==> config.mk <==
export PLATFORM = sky130hd
export DESIGN_NAME = cpm_pin_mux
export DESIGN_NICKNAME = d
export VERILOG_FILES = /design/src/core/cpm_pkg.sv /design/src/core/cpm_pin_mux.sv /design/src/core/cpm_clk_div.sv
export VERILOG_INCLUDE_DIRS = /design/src /design/src/core
export SDC_FILE = /design/constraint.sdc
export NUM_CORES = 1
export LEC_CHECK = 0
export BUFFER_PORTS_ARGS = -buffer_cell sky130_fd_sc_hd__buf_2
export CORE_AREA = 2 2 116 118
export DETAILED_ROUTE_END_ITERATION = 8
export DIE_AREA = 0 0 118 120
export GPL_TIMING_DRIVEN = 0
export HOLD_SLACK_MARGIN = 0.15
export PLACE_DENSITY_LB_ADDON = 0.05
export SYNTH_ARGS = -nofsm -noshare
export SYNTH_HDL_FRONTEND = slang
export SYNTH_SLANG_ARGS = --single-unit
==> constraint.sdc <==
create_clock -name clk_i -period 6.27 [get_ports clk_i]
set_clock_uncertainty 0.2 [all_clocks]
set_input_delay 0.3135 -clock clk_i [delete_from_list [all_inputs] [get_ports clk_i]]
set_output_delay 0.3135 -clock clk_i [all_outputs]
set_load 0.01 [all_outputs]
==> src/core/cpm_defs.svh <==
// Purpose: Constants of the configurable pin function multiplexer
// Assumes: Wishbone byte addresses, 32-bit data, 50 MHz clock
// Notes:   Register offsets, field layouts, reset values, timing counts
`ifndef CPM_DEFS_SVH
`define CPM_DEFS_SVH

// ************************************************************
// Register offsets
// ************************************************************
`define CPM_ADR_PIN_SEL     8'h00
`define CPM_ADR_OPTIONS     8'h04
`define CPM_ADR_GP_CTRL     8'h08
`define CPM_ADR_STATUS      8'h0C

// ************************************************************
// Field layout and reset values
// ************************************************************
`define CPM_NUM_PINS        5
`define CPM_NUM_GP_PINS     4
`define CPM_SEL_W           4
`define CPM_PIN_SEL_W       20
// Pin 0 receive led, pin 1 transmit led, pins 2/3 power, pin 4 sleep
`define CPM_PIN_SEL_RST     20'h5_1123
`define CPM_OPT_PULLDN_BIT  0
`define CPM_GP_DIR_LSB      4
`define CPM_ST_PWR_BIT      0
`define CPM_ST_SUSP_BIT     1
`define CPM_ST_CONF_BIT     2
`define CPM_ST_PIN_LSB      4

// ************************************************************
// Timing
// ************************************************************
`define CPM_CLK_PERIOD_NS   20
`define CPM_LED_HOLD_NS     20000
`define CPM_LED_HOLD_CYC    (`CPM_LED_HOLD_NS / `CPM_CLK_PERIOD_NS)
`define CPM_LED_CNT_W       10

`endif

==> src/core/cpm_pkg.sv <==
// Purpose: Types of the configurable pin function multiplexer
// Assumes: Field codes follow the order of the enum
// Notes:   Codes 13 to 15 of a selection field are illegal
package cpm_pkg;

    // ************************************************************
    // Pin function selection
    // ************************************************************
    typedef enum logic [3:0] {
        CPM_F_LINE_DRV,
        CPM_F_PWR_EN,
        CPM_F_TX_LED,
        CPM_F_RX_LED,
        CPM_F_ANY_LED,
        CPM_F_SLEEP,
        CPM_F_CLK_DIV1,
        CPM_F_CLK_DIV2,
        CPM_F_CLK_DIV4,
        CPM_F_CLK_DIV8,
        CPM_F_GP_IO,
        CPM_F_GP_WR,
        CPM_F_GP_RD
    } cpm_func_t;

    // ************************************************************
    // Power enable sequencing
    // ************************************************************
    typedef enum logic [1:0] {
        CPM_PS_UNCONF,
        CPM_PS_ON,
        CPM_PS_SUSPEND
    } cpm_pwr_state_t;

endpackage

==> src/core/cpm_pin_mux.sv <==
// Purpose: Assigns one internal function to each of five configurable pins
// Assumes: Status inputs come from logic on clk_i; pin inputs are external
// Notes:   Selection registers stand for the nonvolatile configuration
//
// The register addresses and the Wishbone register port were left to the implementer.
`timescale 1ns/1ps
`default_nettype none
`include "cpm_defs.svh"

// Overview of operation
// - Each pin's function comes from its stored selection field, not pin state.
// - Factory selection: pin0 receive led, pin1 transmit led, pins 2-3 power.
// - Line driver enable selectable on all pins, active while serial transmits.
// - Power enable goes low once configured, high again during suspend.
// - Transmit indicator pulses low while USB transmits, otherwise high.
// - Receive indicator pulses low while USB receives, otherwise high.
// - Combined indicator pulses low on USB transmit or receive.
// - Sleep indicator low for the whole suspend, high otherwise.
// - Clock output functions drive one of four free-running divided clocks.
// - Pins 0-3 may each be general-purpose I/O; pin 4 may not.
// - Active-low write strobe in bit-bang modes, only on pins 0 or 1.
// - Active-low read strobe in bit-bang modes, on pins 0 to 3.
// - With option set, pins pull low while power off; else inputs pull up.
// - With option set, serial lines pull low while power enable is high.
module cpm_pin_mux
(
    // Clock and reset
    input  wire logic        clk_i,
    input  wire logic        rst_i,
    // Wishbone slave
    input  wire logic        wb_cyc_i,
    input  wire logic        wb_stb_i,
    input  wire logic        wb_we_i,
    input  wire logic [7:0]  wb_adr_i,
    input  wire logic [3:0]  wb_sel_i,
    input  wire logic [31:0] wb_dat_i,
    output logic      [31:0] wb_dat_o,
    output logic             wb_ack_o,
    // Device state
    input  wire logic        usb_configured_i,
    input  wire logic        usb_suspend_i,
    input  wire logic        usb_tx_active_i,
    input  wire logic        usb_rx_active_i,
    input  wire logic        serial_tx_busy_i,
    input  wire logic        bitbang_mode_i,
    input  wire logic        gp_write_pulse_i,
    input  wire logic        gp_read_pulse_i,
    // Configurable pins
    input  wire logic [4:0]  cfg_pin_i,
    output logic      [4:0]  cfg_pin_o,
    output logic      [4:0]  cfg_pin_oe_n_o,
    output logic      [4:0]  cfg_pin_pull_up_o,
    output logic      [4:0]  cfg_pin_pull_down_o,
    // Serial interface bleed
    output logic             serial_pull_down_o
);

    // ************************************************************
    // Declarations
    // ************************************************************
    localparam logic [`CPM_LED_CNT_W-1:0] LED_HOLD =
        `CPM_LED_CNT_W'(`CPM_LED_HOLD_CYC);

    logic [`CPM_PIN_SEL_W-1:0] pin_sel_q;
    logic                      opt_pulldn_q;
    logic [3:0]                gp_out_q;
    logic [3:0]                gp_dir_q;
    logic                      ack_q;
    logic [31:0]               dat_q;
    logic [31:0]               rd_data;
    logic                      req;
    logic                      wr_commit;
    logic [31:0]               wr_mask;
    logic [4:0]                pin_meta_q;
    logic [4:0]                pin_sync_q;
    cpm_pkg::cpm_pwr_state_t   pwr_state_q;
    cpm_pkg::cpm_pwr_state_t   pwr_state_d;
    logic                      pwr_en_n_q;
    logic                      pwr_en_n_d;
    logic                      susp_pull;
    logic [2:0]                act_raw;
    logic [2:0]                led_n;
    logic [3:0]                clk_div;
    logic [4:0]                pin_d;
    logic [4:0]                oe_n_d;
    logic [4:0]                pu_d;
    logic [4:0]                pd_d;
    logic                      wr_strobe_n;
    logic                      rd_strobe_n;

    // ************************************************************
    // Wishbone slave
    // ************************************************************
    assign req       = wb_cyc_i & wb_stb_i;
    assign wr_commit = req & wb_we_i & ack_q;
    assign wr_mask   = {{8{wb_sel_i[3]}}, {8{wb_sel_i[2]}},
                        {8{wb_sel_i[1]}}, {8{wb_sel_i[0]}}};

    assign rd_data =
        (wb_adr_i == `CPM_ADR_PIN_SEL) ? {12'h000, pin_sel_q} :
        (wb_adr_i == `CPM_ADR_OPTIONS) ? {31'h0, opt_pulldn_q} :
        (wb_adr_i == `CPM_ADR_GP_CTRL) ? {24'h00, gp_dir_q, gp_out_q} :
        (wb_adr_i == `CPM_ADR_STATUS)  ?
            {23'h0, pin_sync_q, 1'b0, usb_configured_i, usb_suspend_i,
             pwr_en_n_q} :
        32'h0000_0000;

    always_ff @(posedge clk_i)
    begin
        if (rst_i)
        begin
            ack_q <= 1'b0;
            dat_q <= 32'h0000_0000;
        end
        else
        begin
            ack_q <= req & ~ack_q;
            dat_q <= (req & ~ack_q & ~wb_we_i) ? rd_data : 32'h0000_0000;
        end
    end

    assign wb_ack_o = ack_q;
    assign wb_dat_o = dat_q;

    // Writes land at the edge where the master sees ack
    always_ff @(posedge clk_i)
    begin
        if (rst_i)
        begin
            pin_sel_q    <= `CPM_PIN_SEL_RST;
            opt_pulldn_q <= 1'b0;
            gp_out_q     <= 4'h0;
            gp_dir_q     <= 4'h0;
        end
        else if (wr_commit)
        begin
            if (wb_adr_i == `CPM_ADR_PIN_SEL)
                pin_sel_q <= (pin_sel_q & ~wr_mask[19:0])
                           | (wb_dat_i[19:0] & wr_mask[19:0]);
            if (wb_adr_i == `CPM_ADR_OPTIONS && wb_sel_i[0])
                opt_pulldn_q <= wb_dat_i[`CPM_OPT_PULLDN_BIT];
            if (wb_adr_i == `CPM_ADR_GP_CTRL && wb_sel_i[0])
            begin
                gp_out_q <= wb_dat_i[3:0];
                gp_dir_q <= wb_dat_i[`CPM_GP_DIR_LSB+3:`CPM_GP_DIR_LSB];
            end
        end
    end

    // ************************************************************
    // Pin input synchroniser
    // ************************************************************
    always_ff @(posedge clk_i)
    begin
        if (rst_i)
        begin
            pin_meta_q <= 5'h00;
            pin_sync_q <= 5'h00;
        end
        else
        begin
            pin_meta_q <= cfg_pin_i;
            pin_sync_q <= pin_meta_q;
        end
    end

    // ************************************************************
    // Power enable sequencing
    // ************************************************************
    always_comb
    begin
        pwr_state_d = pwr_state_q;
        unique case (pwr_state_q)
            cpm_pkg::CPM_PS_UNCONF:
                if (usb_configured_i)
                    pwr_state_d = usb_suspend_i ? cpm_pkg::CPM_PS_SUSPEND
                                                : cpm_pkg::CPM_PS_ON;
            cpm_pkg::CPM_PS_ON:
                if (!usb_configured_i)
                    pwr_state_d = cpm_pkg::CPM_PS_UNCONF;
                else if (usb_suspend_i)
                    pwr_state_d = cpm_pkg::CPM_PS_SUSPEND;
            cpm_pkg::CPM_PS_SUSPEND:
                if (!usb_configured_i)
                    pwr_state_d = cpm_pkg::CPM_PS_UNCONF;
                else if (!usb_suspend_i)
                    pwr_state_d = cpm_pkg::CPM_PS_ON;
        endcase
    end

    assign pwr_en_n_d = (pwr_state_d != cpm_pkg::CPM_PS_ON);

    always_ff @(posedge clk_i)
    begin
        if (rst_i)
        begin
            pwr_state_q <= cpm_pkg::CPM_PS_UNCONF;
            pwr_en_n_q  <= 1'b1;
        end
        else
        begin
            pwr_state_q <= pwr_state_d;
            pwr_en_n_q  <= pwr_en_n_d;
        end
    end

    assign susp_pull = opt_pulldn_q & pwr_en_n_q;

    // ************************************************************
    // Activity indicators: tx, rx, combined
    // ************************************************************
    assign act_raw = {usb_tx_active_i | usb_rx_active_i,
                      usb_rx_active_i,
                      usb_tx_active_i};

    for (genvar k = 0; k < 3; k++)
    begin : g_led
        logic [`CPM_LED_CNT_W-1:0] hold_q;
        logic                      act;

        // Idle until configured, then stretch each burst to a visible pulse
        assign act      = act_raw[k] & usb_configured_i;
        assign led_n[k] = ~(act | (hold_q != '0));

        always_ff @(posedge clk_i)
        begin
            if (rst_i)
                hold_q <= '0;
            else if (act)
                hold_q <= LED_HOLD;
            else if (hold_q != '0)
                hold_q <= hold_q - 1'b1;
        end
    end

    // ************************************************************
    // Divided clocks and strobes
    // ************************************************************
    cpm_clk_div u_clk_div
    (
        .clk_i     (clk_i),
        .rst_i     (rst_i),
        .clk_div_o (clk_div)
    );

    assign wr_strobe_n = ~(bitbang_mode_i & gp_write_pulse_i);
    assign rd_strobe_n = ~(bitbang_mode_i & gp_read_pulse_i);

    // ************************************************************
    // Per-pin function selection
    // ************************************************************
    for (genvar p = 0; p < `CPM_NUM_PINS; p++)
    begin : g_pin
        cpm_pkg::cpm_func_t func;

        assign func = cpm_pkg::cpm_func_t'(pin_sel_q[p*4 +: 4]);

        always_comb
        begin
            pin_d[p]  = 1'b1;
            oe_n_d[p] = 1'b0;
            unique case (func)
                cpm_pkg::CPM_F_LINE_DRV: pin_d[p] = ~serial_tx_busy_i;
                cpm_pkg::CPM_F_PWR_EN:   pin_d[p] = pwr_en_n_d;
                cpm_pkg::CPM_F_TX_LED:   pin_d[p] = led_n[0];
                cpm_pkg::CPM_F_RX_LED:   pin_d[p] = led_n[1];
                cpm_pkg::CPM_F_ANY_LED:  pin_d[p] = led_n[2];
                cpm_pkg::CPM_F_SLEEP:    pin_d[p] = ~usb_suspend_i;
                cpm_pkg::CPM_F_CLK_DIV1: pin_d[p] = clk_div[0];
                cpm_pkg::CPM_F_CLK_DIV2: pin_d[p] = clk_div[1];
                cpm_pkg::CPM_F_CLK_DIV4: pin_d[p] = clk_div[2];
                cpm_pkg::CPM_F_CLK_DIV8: pin_d[p] = clk_div[3];
                cpm_pkg::CPM_F_GP_IO:
                    if (p < `CPM_NUM_GP_PINS)
                    begin
                        pin_d[p]  = gp_out_q[p % 4];
                        oe_n_d[p] = ~gp_dir_q[p % 4];
                    end
                    else
                        oe_n_d[p] = 1'b1;
                cpm_pkg::CPM_F_GP_WR:
                    if (p < 2)
                        pin_d[p] = wr_strobe_n;
                    else
                        oe_n_d[p] = 1'b1;
                cpm_pkg::CPM_F_GP_RD:
                    if (p < `CPM_NUM_GP_PINS)
                        pin_d[p] = rd_strobe_n;
                    else
                        oe_n_d[p] = 1'b1;
                default:
                    oe_n_d[p] = 1'b1;
            endcase
        end

        // With option set, bleed low while power is off, else inputs float high
        assign pd_d[p] = susp_pull;
        assign pu_d[p] = oe_n_d[p] & ~susp_pull;
    end

    // ************************************************************
    // Output flops
    // ************************************************************
    always_ff @(posedge clk_i)
    begin
        if (rst_i)
        begin
            cfg_pin_o           <= 5'h1F;
            cfg_pin_oe_n_o      <= 5'h00;
            cfg_pin_pull_up_o   <= 5'h00;
            cfg_pin_pull_down_o <= 5'h00;
            serial_pull_down_o  <= 1'b0;
        end
        else
        begin
            cfg_pin_o           <= pin_d;
            cfg_pin_oe_n_o      <= oe_n_d;
            cfg_pin_pull_up_o   <= pu_d;
            cfg_pin_pull_down_o <= pd_d;
            serial_pull_down_o  <= susp_pull;
        end
    end

endmodule

`default_nettype wire

==> src/core/cpm_clk_div.sv <==
// Purpose: Free-running divided clocks for the clock output functions
// Assumes: Runs from reset on every rising edge of clk_i
// Notes:   Bit k of clk_div_o toggles every 2**k cycles
`timescale 1ns/1ps
`default_nettype none

module cpm_clk_div
(
    // Clock and reset
    input  wire logic       clk_i,
    input  wire logic       rst_i,
    // Divided clocks: div1, div2, div4, div8
    output logic [3:0]      clk_div_o
);

    logic [3:0] cnt_q;
    logic [3:0] cnt_d;

    assign cnt_d     = cnt_q + 4'h1;
    assign clk_div_o = cnt_q;

    always_ff @(posedge clk_i)
    begin
        if (rst_i)
            cnt_q <= 4'h0;
        else
            cnt_q <= cnt_d;
    end

endmodule

`default_nettype wire

Yosys cells after proc, flatten, opt, wreduce, memory -nomap -nowiden:

Index checks and enable logic that the tools add are counted.

* output and inout bits: 54
* logic and storage cells: 182
* bits in registers: 126
* bits of input ports: 62

* eq/ne operators: 61
* reductions and logical operators: 28
* $add $sub $neg: 4
* mux-type cells: 27
* bitwise operators: 39

Operators by type and width (count)
* == test 4 x 3 -> 1 bit (second input constant): 20
* == test 4 bit (second input constant): 20
* 2-to-1 mux 10 bit: 6
* AND 20 bit: 2
* == test 4 x 2 -> 1 bit (second input constant): 10
* nonzero test 10 bit: 3
* subtractor 10 x 1 -> 10 bit (second input constant): 3
* 2-to-1 mux 9 bit: 3
* one-hot mux 1 bit (13 select lines): 2
* one-hot mux 1 bit (12 select lines): 2
* OR reduction 12 bit: 2
* OR reduction 11 bit: 2
* == test 4 x 1 -> 1 bit (second input constant): 5
* zero test 4 bit: 5
* 2-to-1 mux 20 bit: 1
* NOT 20 bit: 1
* OR 20 bit: 1
* AND 1 bit: 16
* == test 8 x 4 -> 1 bit (second input constant): 2
* NOT 1 bit: 15
* 2-to-1 mux 2 bit: 6
* one-hot mux 1 bit (10 select lines): 1
* OR reduction 10 bit: 1
* == test 8 x 3 -> 1 bit (second input constant): 1
* 15 further kinds: 29

Depth between registers and ports, before layout:

Gate-level depths: netlist of the first run.

* depth in word-level cells: 5
* depth in mapped cells: 9

Cells and area by module:

A second synthesis of the first run with hierarchy kept.

* cells, all modules: 571
* area total of the unflattened synthesis: 5129.9 sq um

By module, submodules not included
* cpm_pin_mux: cells each 558, area an instance 4979.8 sq um, instances 1
* cpm_clk_div: cells each 13, area an instance 150.1 sq um, instances 1

Worst setup path before layout of the first run:

OpenSTA, ideal clock, no wires.

* path kind: reg2reg
* start: register g_led[0].hold_q[4]
* end: register cfg_pin_o[4]
* library setup time: 84 ps
* arrival time: 2211 ps
* period minus slack after synthesis: 2495 ps
* stages on the path, launching flop included: 6
* setup slack: 3775 ps
* buffers on the path: 0
* path through: dfxtp_1 -> or4_4 -> or2_1 -> or4_4 -> mux4_2 -> o31ai_2

* cells in the longest elaborated chain, start to end: 4

RTL lines
* from (decl): RTL line cpm_pin_mux.sv:218 `` logic [`CPM_LED_CNT_W-1:0] hold_q; ``
* from (signal assigned): RTL line cpm_pin_mux.sv:232 `hold_q <= hold_q - 1'b1;`
* nonzero test 10 bit: RTL line cpm_pin_mux.sv:223 `assign led_n[k] = ~(act | (hold_q != '0));`
* OR 1 bit: RTL line cpm_pin_mux.sv:223
* NOT 1 bit: RTL line cpm_pin_mux.sv:223
* one-hot mux 1 bit (10 select lines): RTL line cpm_pin_mux.sv:262 `unique case (func)`
* to (signal assigned): RTL line cpm_pin_mux.sv:316 `cfg_pin_o <= pin_d;`
* to (decl): RTL line cpm_pin_mux.sv:50 `output logic [4:0] cfg_pin_o,`

Every way passes these cells.
A chain may end at the register's enable or synchronous reset.

Final worst setup path of the first run:

* start: input port wb_stb_i
* end: register dat_q[18] (netlist: wb_dat_o[18])

* cells in the longest elaborated chain, start to end: 5

RTL lines
* from (decl): RTL line cpm_pin_mux.sv:32 `input wire logic wb_stb_i,`
* AND 1 bit: RTL line cpm_pin_mux.sv:94 `assign req = wb_cyc_i & wb_stb_i;`
* AND 1 bit (2 in a row): RTL line cpm_pin_mux.sv:118 `dat_q <= (req & ~ack_q & ~wb_we_i) ? rd_data : 32'h0000_0000;`
* NOT 1 bit (no source line)
* OR reduction 2 bit (no source line)
* to (signal assigned): RTL line cpm_pin_mux.sv:118
* to (decl): RTL line cpm_pin_mux.sv:69 `logic [31:0] dat_q;`

Every way passes these cells.

==> results of run 1 <==
==> cell usage in the layout, fill, tap and decap left out, types with 6 or more instances in the layout <==
cell           count
clkbuf_1          35
nand3b_1           6
nor3_1            15
nand2_1           28
mux2i_1           30
buf_2             90
nor2_1            71
a21oi_1           33
clkbuf_16         17
a211o_1            6
nand3_1           10
xor2_1            10
inv_1             19
nor4b_1            7
buf_4             17
conb_1            12
and2_1            15
clkinv_2           6
xnor2_1           11
nor2b_1           18
nor4_1             9
ha_1               8
o21ai_0            9
dfxtp_1          113
mux2_2             6
a22oi_1            6
dlygate4sd3_1     39
nand2b_1          10
==> worst min-delay path by stage <==
| stage | startpoint | end | slack, ns | cells after the start |
|---|---|---|---|---|
| floorplan | pin_meta_q[0] | pin_sync_q[0] | 0.21 | 1 |
| global placement | pin_meta_q[3] | pin_sync_q[3] | 0.23 | 1 |
| detailed placement | pin_meta_q[1] | pin_sync_q[1] | 0.23 | 1 |
| CTS | usb_rx_active_i | g_led[1].hold_q[3] | 0.16 | 3 |
| global route | wb_sel_i[2] | flip-flop | 0.19 | 4 |
| finish | wb_sel_i[2] | flip-flop | 0.17 | 4 |
==> final cells by class <==
| type | count | area [um^2] | area share (%) |
|---|---|---|---|
| Buffer | 48 | 246 | 3.69 |
| Clock buffer | 25 | 465 | 6.96 |
| Clock inverter | 7 | 60.1 | 0.898 |
| Inverter | 19 | 71.3 | 1.07 |
| Multi-Input combinational cell | 389 | 2530 | 37.8 |
| Sequential cell | 113 | 2260 | 33.8 |
| Tap cell | 176 | 220 | 3.29 |
| Timing Repair Buffer | 127 | 831 | 12.4 |
==> through the flow <==
step           hold WS [ns]  std cells  setup slack, ns  power [mW]
2_1_floorplan         0.214        569             3.78        1.16
3_3_place_gp          0.225        833             3.36        1.25
3_5_place_dp          0.227        833             3.35        1.26
4_1_cts               0.156        904             3.15        2.15
5_1_grt               0.185        904             2.81        2.25
6_report              0.168        904             3.12        2.12
==> power by group <==
part	internal (mW)	leakage, nW	total (mW)	switching (mW)
sequential	0.789	0.923	0.848	0.0596
clock	0.549	0.263	0.855	0.306
combinational	0.200	1.68	0.418	0.217
==> per-layer routing <==
metal  wire length (um)  vias to the layer above  GRT usage, %
met5                  0                        -             0
met1               6010                     2114          24.4
met4                236                        0          8.28
met3                763                       17          5.56
li1                   -                     2249             -
met2               6720                      114          34.6
==> kinds of logic after synthesis <==
kind of cell | Yosys count | synth area share [%]
xor gates and xnor gates | 21 | 3.63
DFF | 113 | 44.6
and+or+nand+nor | 215 | 22.2
adders and majority gates | 8 | 1.97
buffers and inverters | 67 | 6.27
other | 1 | 0.0740
AOI/OAI and AO/OA | 93 | 12.2
muxes | 40 | 9.03
==> critical path: stages <==
cell and delay, ns:
dlygate4sd3_1 0.53, buf_2 0.11, nand2_1 0.04, dlygate4sd3_1 0.56, nor4_1 0.26, dlygate4sd3_1 0.61
nand2_1 0.11, nor3_1 0.56, and2_1 0.21
==> results_dict.tcl, run 1 <==
set metrics [dict create \
    clockBufferDepth 2 \
    pin_count 116 \
    vias 4494 \
    wire_per_inst_um 15.2 \
    outcome "completed" \
    path_clk_slew_ns 0.05 \
    leakagePower_nw 2.86 \
    fmax_ghz 0.318 \
    place_congestion 0.816 \
    die_width_um 118 \
    power_density_mw_per_mm2 317 \
    worstSetupEndpointType "flip-flop" \
    start_kind "input port" \
    drt_iter0_drc 194 \
    ys_seq_area_share_pct 44.6 \
    drc_errors 0 \
    ys_async_sr_fraction_pct 0 \
    antenna_left 0 \
    reg2reg_depth 8 \
    synth_edf_count 0 \
    coreArea_mm2 0.0130 \
    placementRows 42 \
    grt_max_degree 17 \
    via_per_inst 4.97 \
    placed_area_mm2 0.00577 \
    cp.arrival_ns 3.31 \
    tns_ns 0 \
    cts-resized-gates 0 \
    tightest_slew_ns 0.757 \
    relSlewSlack_pct 48.8 \
    cts_tree "yes" \
    grt_pass1_wl_um 22200 \
    synth_commonest_cells "dfxtp_1 (113), nor2_1 (71), a21oi_1 (33)" \
    ctsRootBufferMaster "clkbuf_16" \
    min_period_over_period_pct 50.2 \
    ys_warn_count 0 \
    hpwl_um 9700 \
    drv_cap 0 \
    yosysUniqueCellTypes 58 \
    cp-endpoint "wb_dat_o[18]" \
    maxSlewViolCount 0 \
    fillers 1222 \
    dr.pass1.iters 5 \
    antenna_found_initial 0 \
    setup_viol 0 \
    rsz0062_at_grt "false" \
    avgSynthCellArea_um2 9.09 \
    reg2reg_from "wb_ack_o" \
    hp-class "in2reg" \
    synth_top_area_share_pct 44.6 \
    clkSinkCount 113 \
    diodes 0 \
    finalCriticalPeriod_ns 3.15 \
    synthFlopType "dfxtp_1" \
    nets 785 \
    dieArea_mm2 0.0142 \
    portBuffers 88 \
    reg2reg_slack_ns 3.38 \
    synth.most_common_cell "dfxtp_1" \
    wl_um 13700 \
    die_y_um 120 \
    clock_latency_ns 0.42 \
    crit_fanout 7 \
    syn_to_final_growth_pct 31.9 \
    yosys.area.top_type "dfxtp_1" \
    ys_top_cells_by_area "dfxtp_1 (45%), mux2i_1 (5.9%), nor2_1 (5.3%), a21oi_1 (3.3%), buf_4 (2.5%)" \
    grt_pass1_vias 4309 \
    syn_inst 558 \
    htreeDepth 4 \
    final_core_util_pct 51.5 \
    grt_usage_pct 20.3 \
    finalHoldViolations 0 \
    critPathKind "in2reg" \
    overflow 0 \
    cts_setup_buffers 0 \
    critPathLaunch "wb_stb_i" \
    drive_gt1_share_pct 20.9 \
    start_util_pct 39.1 \
    cts_buffers 17 \
    post-route-cell-area_mm2 0.00669 \
    hold_buffers 39 \
    ys_ff_latch 113 \
    worstPathRequired_ns 6.43 \
    synthesis.area_mm2 0.00507 \
    irDropWorstVdd_mv 0.199 \
]
No activity file was read; power rests on OpenSTA's default activity.
==> run 2, diff against run 1 <==
==> constraint.sdc (replaced) <==
create_clock -name clk_i -period 3.2 [get_ports clk_i]
set_clock_uncertainty 0.2 [all_clocks]
set_input_delay 0.16 -clock clk_i [delete_from_list [all_inputs] [get_ports clk_i]]
set_output_delay 0.16 -clock clk_i [all_outputs]
set_load 0.01 [all_outputs]
==> run 2 against run 1 <==
Setup slack got worse by 2.8 ns. Worst hold slack improved by 0.0096 ns. Via count increased by 1.4%. Flip-flop and latch count stayed put. Cell count grew 1.7%. Largest cell class unchanged. Largest power group unchanged. Highest routed layer unchanged.
==> results_dict.tcl, run 2 (synthesized netlist as in run 1, its figures left out) <==
set metrics [dict create \
    irDropWorstVdd_mv 0.391 \
    layout_commonest_cell "dfxtp_1" \
    path_delay_family "buffers and inverters" \
    outcome "completed" \
    finalHoldViolations 0 \
    r2r-end "g_led[0].hold_q[5]" \
    hpwl_um 9700 \
    clockBufferDepth 2 \
    cp.buffers_inverters 4 \
    dr.pass1.iters 4 \
    overflow 0 \
    p_total_mw 4.18 \
    antenna_left 0 \
    setup_viol 0 \
    path_cells "dlygate4sd3_1 -> buf_2 -> nand2_1 -> dlygate4sd3_1 -> nor4_1 -> dlygate4sd3_1 -> nand2_1 -> nor3_1 -> and2_1" \
    dieArea_mm2 0.0142 \
    whs_ns 0.178 \
    cp.arrival_ns 3.07 \
    reg2reg_from "g_led[0].hold_q[4]" \
    setup_slack_ns 0.285 \
    worstHoldStart "bitbang_mode_i" \
    power_density_mw_per_mm2 610 \
    crit_path_max_incr_delay_ns 0.59 \
    slowest_stage "dlygate4sd3_1" \
    place_ws_ns 0.436 \
    grt_usage_pct 20.5 \
    mostFrequentLayoutCells "dfxtp_1 (113), buf_2 (90), nor2_1 (70)" \
    rsz0062_at_grt "false" \
    maxSlewViolCount 0 \
    leakagePower_nw 2.91 \
    post-route-cell-area_mm2 0.00685 \
    placed_area_mm2 0.00577 \
    htreeDepth 4 \
    ctsRootBufferMaster "clkbuf_16" \
    syn_to_final_growth_pct 35.0 \
    whs_path_depth 6 \
    grt_max_degree 17 \
    critPathKind "in2reg" \
    via_per_inst 4.96 \
    finalCriticalPeriod_ns 2.92 \
    antenna_found_initial 0 \
    start_kind "input port" \
    min_to "cfg_pin_o[1]" \
    clock_latency_ns 0.42 \
    min_period_over_period_pct 91.1 \
    path_depth 9 \
    clkSinkCount 113 \
    multi_input_area_mm2 0.00254 \
    dpl.cell_count 833 \
    die_y_um 120 \
    coreArea_mm2 0.0130 \
    cts_tree "yes" \
    placementRows 42 \
    drc_errors 0 \
    fmax_ghz 0.343 \
    tightest_slew_ns 0.757 \
    wire_per_inst_um 15.1 \
    cts_setup_buffers 0 \
    vias 4558 \
    diodes 0 \
    drive_gt1_share_pct 20.7 \
    pin_count 116 \
    drv_cap 0 \
    place_congestion 0.816 \
    wl_um 13800 \
    fillers 1205 \
    grt_pass1_vias 4368 \
    path_clk_slew_ns 0.05 \
    cts_buffers 17 \
    grt_pass1_wl_um 22300 \
    start_util_pct 39.1 \
    final-seq-area_mm2 0.00226 \
    reg2reg_depth 7 \
    crit_fanout 7 \
    die_width_um 118 \
    relSlewSlack_pct 48.8 \
    drt_iter0_drc 186 \
    tns_ns 0 \
    cpMostUsedCell "dlygate4sd3_1" \
    reg2reg_slack_ns 0.54 \
    hp-class "in2reg" \
    worstSetupEndpointType "flip-flop" \
    worstPathRequired_ns 3.35 \
    nets 800 \
    fin_cells 919 \
    portBuffers 88 \
    final_core_util_pct 52.7 \
]
==> run 2: cell count changes in the layout (fill, tap and decap cells not counted) <==
cell	delta
dlygate4sd3_1	+15
nor2_1	-1
nor2_2	+1
nor4_1	-1
nor4_2	+1
==> run 2: cell type report <==
cell class | count | share of cell area, %
inverter | 19 | 1.04
clock buffer | 25 | 6.80
timing repair buffer | 142 | 14.3
clock inverter | 7 | 0.877
multi-input combinational | 389 | 37.1
tap | 176 | 3.22
buffer | 48 | 3.60
sequential | 113 | 33.0
==> run 2: how the worst max path moves through the flow <==
stage                       start            to  slack, ns
4_1_cts               wb_adr_i[3]     flip-flop       0.19
3_3_place_gp     usb_configured_i  cfg_pin_o[3]       0.44
6_report                 wb_stb_i  wb_dat_o[18]       0.28
2_1_floorplan  g_led[0].hold_q[4]  cfg_pin_o[4]       0.71
3_5_place_dp     usb_configured_i  cfg_pin_o[3]       0.44
5_1_grt                  wb_stb_i  wb_dat_o[15]       0.03
==> run 2: repair_timing <==
action,in CTS,in global routing
endpoints found under the hold margin,66,0
hold buffers,54,0
endpoints found under the setup margin,0,2
resized for setup,0,2
==> run 2: report_power, final <==
group / internal (mW) / total (mW) / switching, mW
logic: 0.403 / 0.832 / 0.429
registers: 1.55 / 1.66 / 0.117
clock network: 1.07 / 1.68 / 0.607
total: 3.02 / 4.18 / 1.15
==> run 2: worst reg2reg max path, stage by stage, from the launching register on <==
cell	delay, ns
dfxtp_1	0.34
or4_4	0.56
or4_2	0.65
clkbuf_1	0.21
nor4b_1	0.24
nand2_1	0.10
xor2_1	0.15
a21oi_1	0.08
==> run 2: metal layers <==
metal	routed length, um	vias to the layer above	GRT usage, %	share of wire [%]
li1	-	2279	-	-
met1	6030	2137	24.5	44
met2	6750	123	34.8	49
met3	789	19	5.56	5.7
met4	266	0	8.28	1.9
met5	0	-	0	0
==> run 3, diff against run 2 <==
--- a/config.mk
+++ b/config.mk
@@ -7,12 +7,13 @@
 export NUM_CORES = 1
 export LEC_CHECK = 0
 export BUFFER_PORTS_ARGS = -buffer_cell sky130_fd_sc_hd__buf_2
-export CORE_AREA = 2 2 116 118
+export CORE_AREA = 2 2 164 86
 export DETAILED_ROUTE_END_ITERATION = 8
-export DIE_AREA = 0 0 118 120
+export DIE_AREA = 0 0 166 88
 export GPL_TIMING_DRIVEN = 0
 export HOLD_SLACK_MARGIN = 0.15
 export PLACE_DENSITY_LB_ADDON = 0.05
 export SYNTH_ARGS = -nofsm -noshare
 export SYNTH_HDL_FRONTEND = slang
+export SYNTH_HIERARCHICAL = 1
 export SYNTH_SLANG_ARGS = --single-unit
==> run 3 against run 2 <==
Critical path type unchanged. Sequential share of layout area down 0.73 points. Core utilization increased by 0.39 points. Clock power increased by 32%. Total power increased by 15%. Area after synthesis rose by 1.2%.
==> results_dict.tcl, run 3 <==
set metrics [dict create \
    outcome "completed" \
    drv_cap 0 \
    antenna_found_initial 0 \
    synth_edf_count 0 \
    vias 4628 \
    path_clk_slew_ns 0.05 \
    crit_fanout 10 \
    drive_gt1_share_pct 21.4 \
    synth.most_common_cell "dfxtp_1" \
    drt_iter0_drc 282 \
    final_core_util_pct 53.1 \
    leakagePower_nw 2.99 \
    place_ws_ns 0.703 \
    worstSetupEndpointType "flip-flop" \
    worstHoldStart "wb_adr_i[0]" \
    wl_um 15000 \
    yosys.area.top_type "dfxtp_1" \
    power_density_mw_per_mm2 685 \
    clock_latency_ns 0.40 \
    yosysUniqueCellTypes 56 \
    dieArea_mm2 0.0146 \
    synth_commonest_cells "dfxtp_1 (113), nor2_1 (73), nand2_1 (36)" \
    ctsRootBufferMaster "clkbuf_16" \
    tightest_slew_ns 0.840 \
    dr.pass1.iters 5 \
    critPathKind "in2reg" \
    hp-class "in2reg" \
    setup_slack_ns 0.152 \
    place_congestion 0.866 \
    finalHoldViolations 0 \
    ys_ff_latch 113 \
    drc_errors 0 \
    ys_async_sr_fraction_pct 0 \
    r2r-end "cfg_pin_o[0]" \
    fillers 1227 \
    cts_tree "yes" \
    relSlewSlack_pct 42.6 \
    htreeDepth 4 \
    layout_commonest_cell "dfxtp_1" \
    irDropWorstVdd_mv 0.342 \
    finalCriticalPeriod_ns 3.05 \
    ys_top_cells_by_area "dfxtp_1 (44%), mux2i_1 (6.4%), nor2_1 (5.3%), a21oi_1 (2.7%), nand2_1 (2.6%)" \
    synthFlopType "dfxtp_1" \
    start_kind "input port" \
    portBuffers 88 \
    diodes 0 \
    synthesis.area_mm2 0.00513 \
    reg2reg_slack_ns 0.62 \
    die_y_um 88 \
    start_util_pct 38.9 \
    min_period_over_period_pct 95.2 \
    coreArea_mm2 0.0132 \
    pin_count 116 \
    tns_ns 0 \
    grt_pass1_vias 4363 \
    synth_top_area_share_pct 44.1 \
    syn_to_final_growth_pct 36.5 \
    rsz0062_at_grt "false" \
    overflow 0 \
    nets 807 \
    cts-resized-gates 0 \
    whs_ns 0.209 \
    fmax_ghz 0.328 \
    cts_buffers 17 \
    whs_path_depth 7 \
    cp.arrival_ns 3.19 \
    worstPathRequired_ns 3.34 \
    syn_inst 571 \
    maxSlewViolCount 0 \
    final-seq-area_mm2 0.00226 \
    reg2reg_depth 7 \
    placementRows 30 \
    via_per_inst 5.00 \
    clkSinkCount 113 \
    grt_max_degree 17 \
    grt_usage_pct 21.0 \
    ys_seq_area_share_pct 44.1 \
    antenna_left 0 \
    ys_warn_count 6 \
    setup_viol 0 \
    hpwl_um 11000 \
    die_width_um 166 \
    grt_pass1_wl_um 23500 \
    min_to "opt_pulldn_q" \
    multi_input_area_mm2 0.00258 \
    clockBufferDepth 2 \
    mostFrequentLayoutCells "dfxtp_1 (113), buf_2 (91), nor2_1 (73)" \
    reg2reg_from "g_led[1].hold_q[4]" \
    wire_per_inst_um 16.2 \
    avgSynthCellArea_um2 8.98 \
]
run 3: worst max-delay path by stage:
stage                       start      endpoint
2_1_floorplan  g_led[0].hold_q[5]  cfg_pin_o[0]
3_3_place_gp   g_led[1].hold_q[4]  cfg_pin_o[0]
3_5_place_dp   g_led[1].hold_q[4]  cfg_pin_o[0]
4_1_cts               wb_adr_i[4]     flip-flop
5_1_grt               wb_adr_i[4]     flip-flop
6_report              wb_adr_i[4]     flip-flop
run 3: area by class of cell:
type / instances / area share [%]
sequential: 113 / 32.3
timing repair buffer: 135 / 13.0
tap: 176 / 3.15
clock inverter: 14 / 3.70
buffer: 48 / 3.54
inverter: 22 / 1.18
clock buffer: 18 / 6.27
multi-input combinational: 399 / 36.8
run 3: cells by family (layout without fill, tap and decap cells):
kind of cell | Yosys count | after routing | share of synthesized area (%)
multiplexers | 40 | 40 | 8.71
flip-flops | 113 | 113 | 44.1
AO/OA/AOI/OAI | 90 | 90 | 11.5
other | 1 | 12 | 0.0731
AND/OR/NAND/NOR | 229 | 229 | 23.8
buffers and inverters | 70 | 237 | 6.44
adder cells (fa/ha/maj) | 9 | 9 | 2.20
XOR/XNOR | 19 | 19 | 3.24
run 3: where the power goes:
group	switching [mW]	internal, mW
registers	0.133	1.55
logic	0.467	0.423
clock network	0.667	1.56
run 3: stage by stage:
stage                     total power, mW  cell area, um^2  std cells
after floorplan                      2.33             5170        582
after global placement               2.52             5830        846
after detailed placement             2.55             5830        846
after CTS                            4.83             7000        925
after global routing                 5.03             7000        925
final                                4.80             7000        925
run 3: routing by layer:
layer	part of all wire [%]	routed length [um]	track usage, %	vias to the layer above
li1	-	-	-	2291
met1	53	7890	31.0	2184
met2	40	6050	30.0	140
met3	6.3	940	5.38	13
met4	0.90	135	5.85	0
met5	0	0	0	-
run 3: critical path, cell delays in order:
cell	delay (ns)
dlygate4sd3_1	0.54
buf_2	0.12
nor2_1	0.08
dlygate4sd3_1	0.56
nand2_1	0.08
or3_1	0.41
nor3_1	0.20
buf_2	0.33
a211o_1	0.18
dlygate4sd3_1	0.55
run 3: what timing repair did:
action                                 4_1_cts  5_1_grt
hold buffers                                47        0
endpoints found under the hold margin       69        0
setup endpoints to repair                    0        0
setup buffers                                0        0
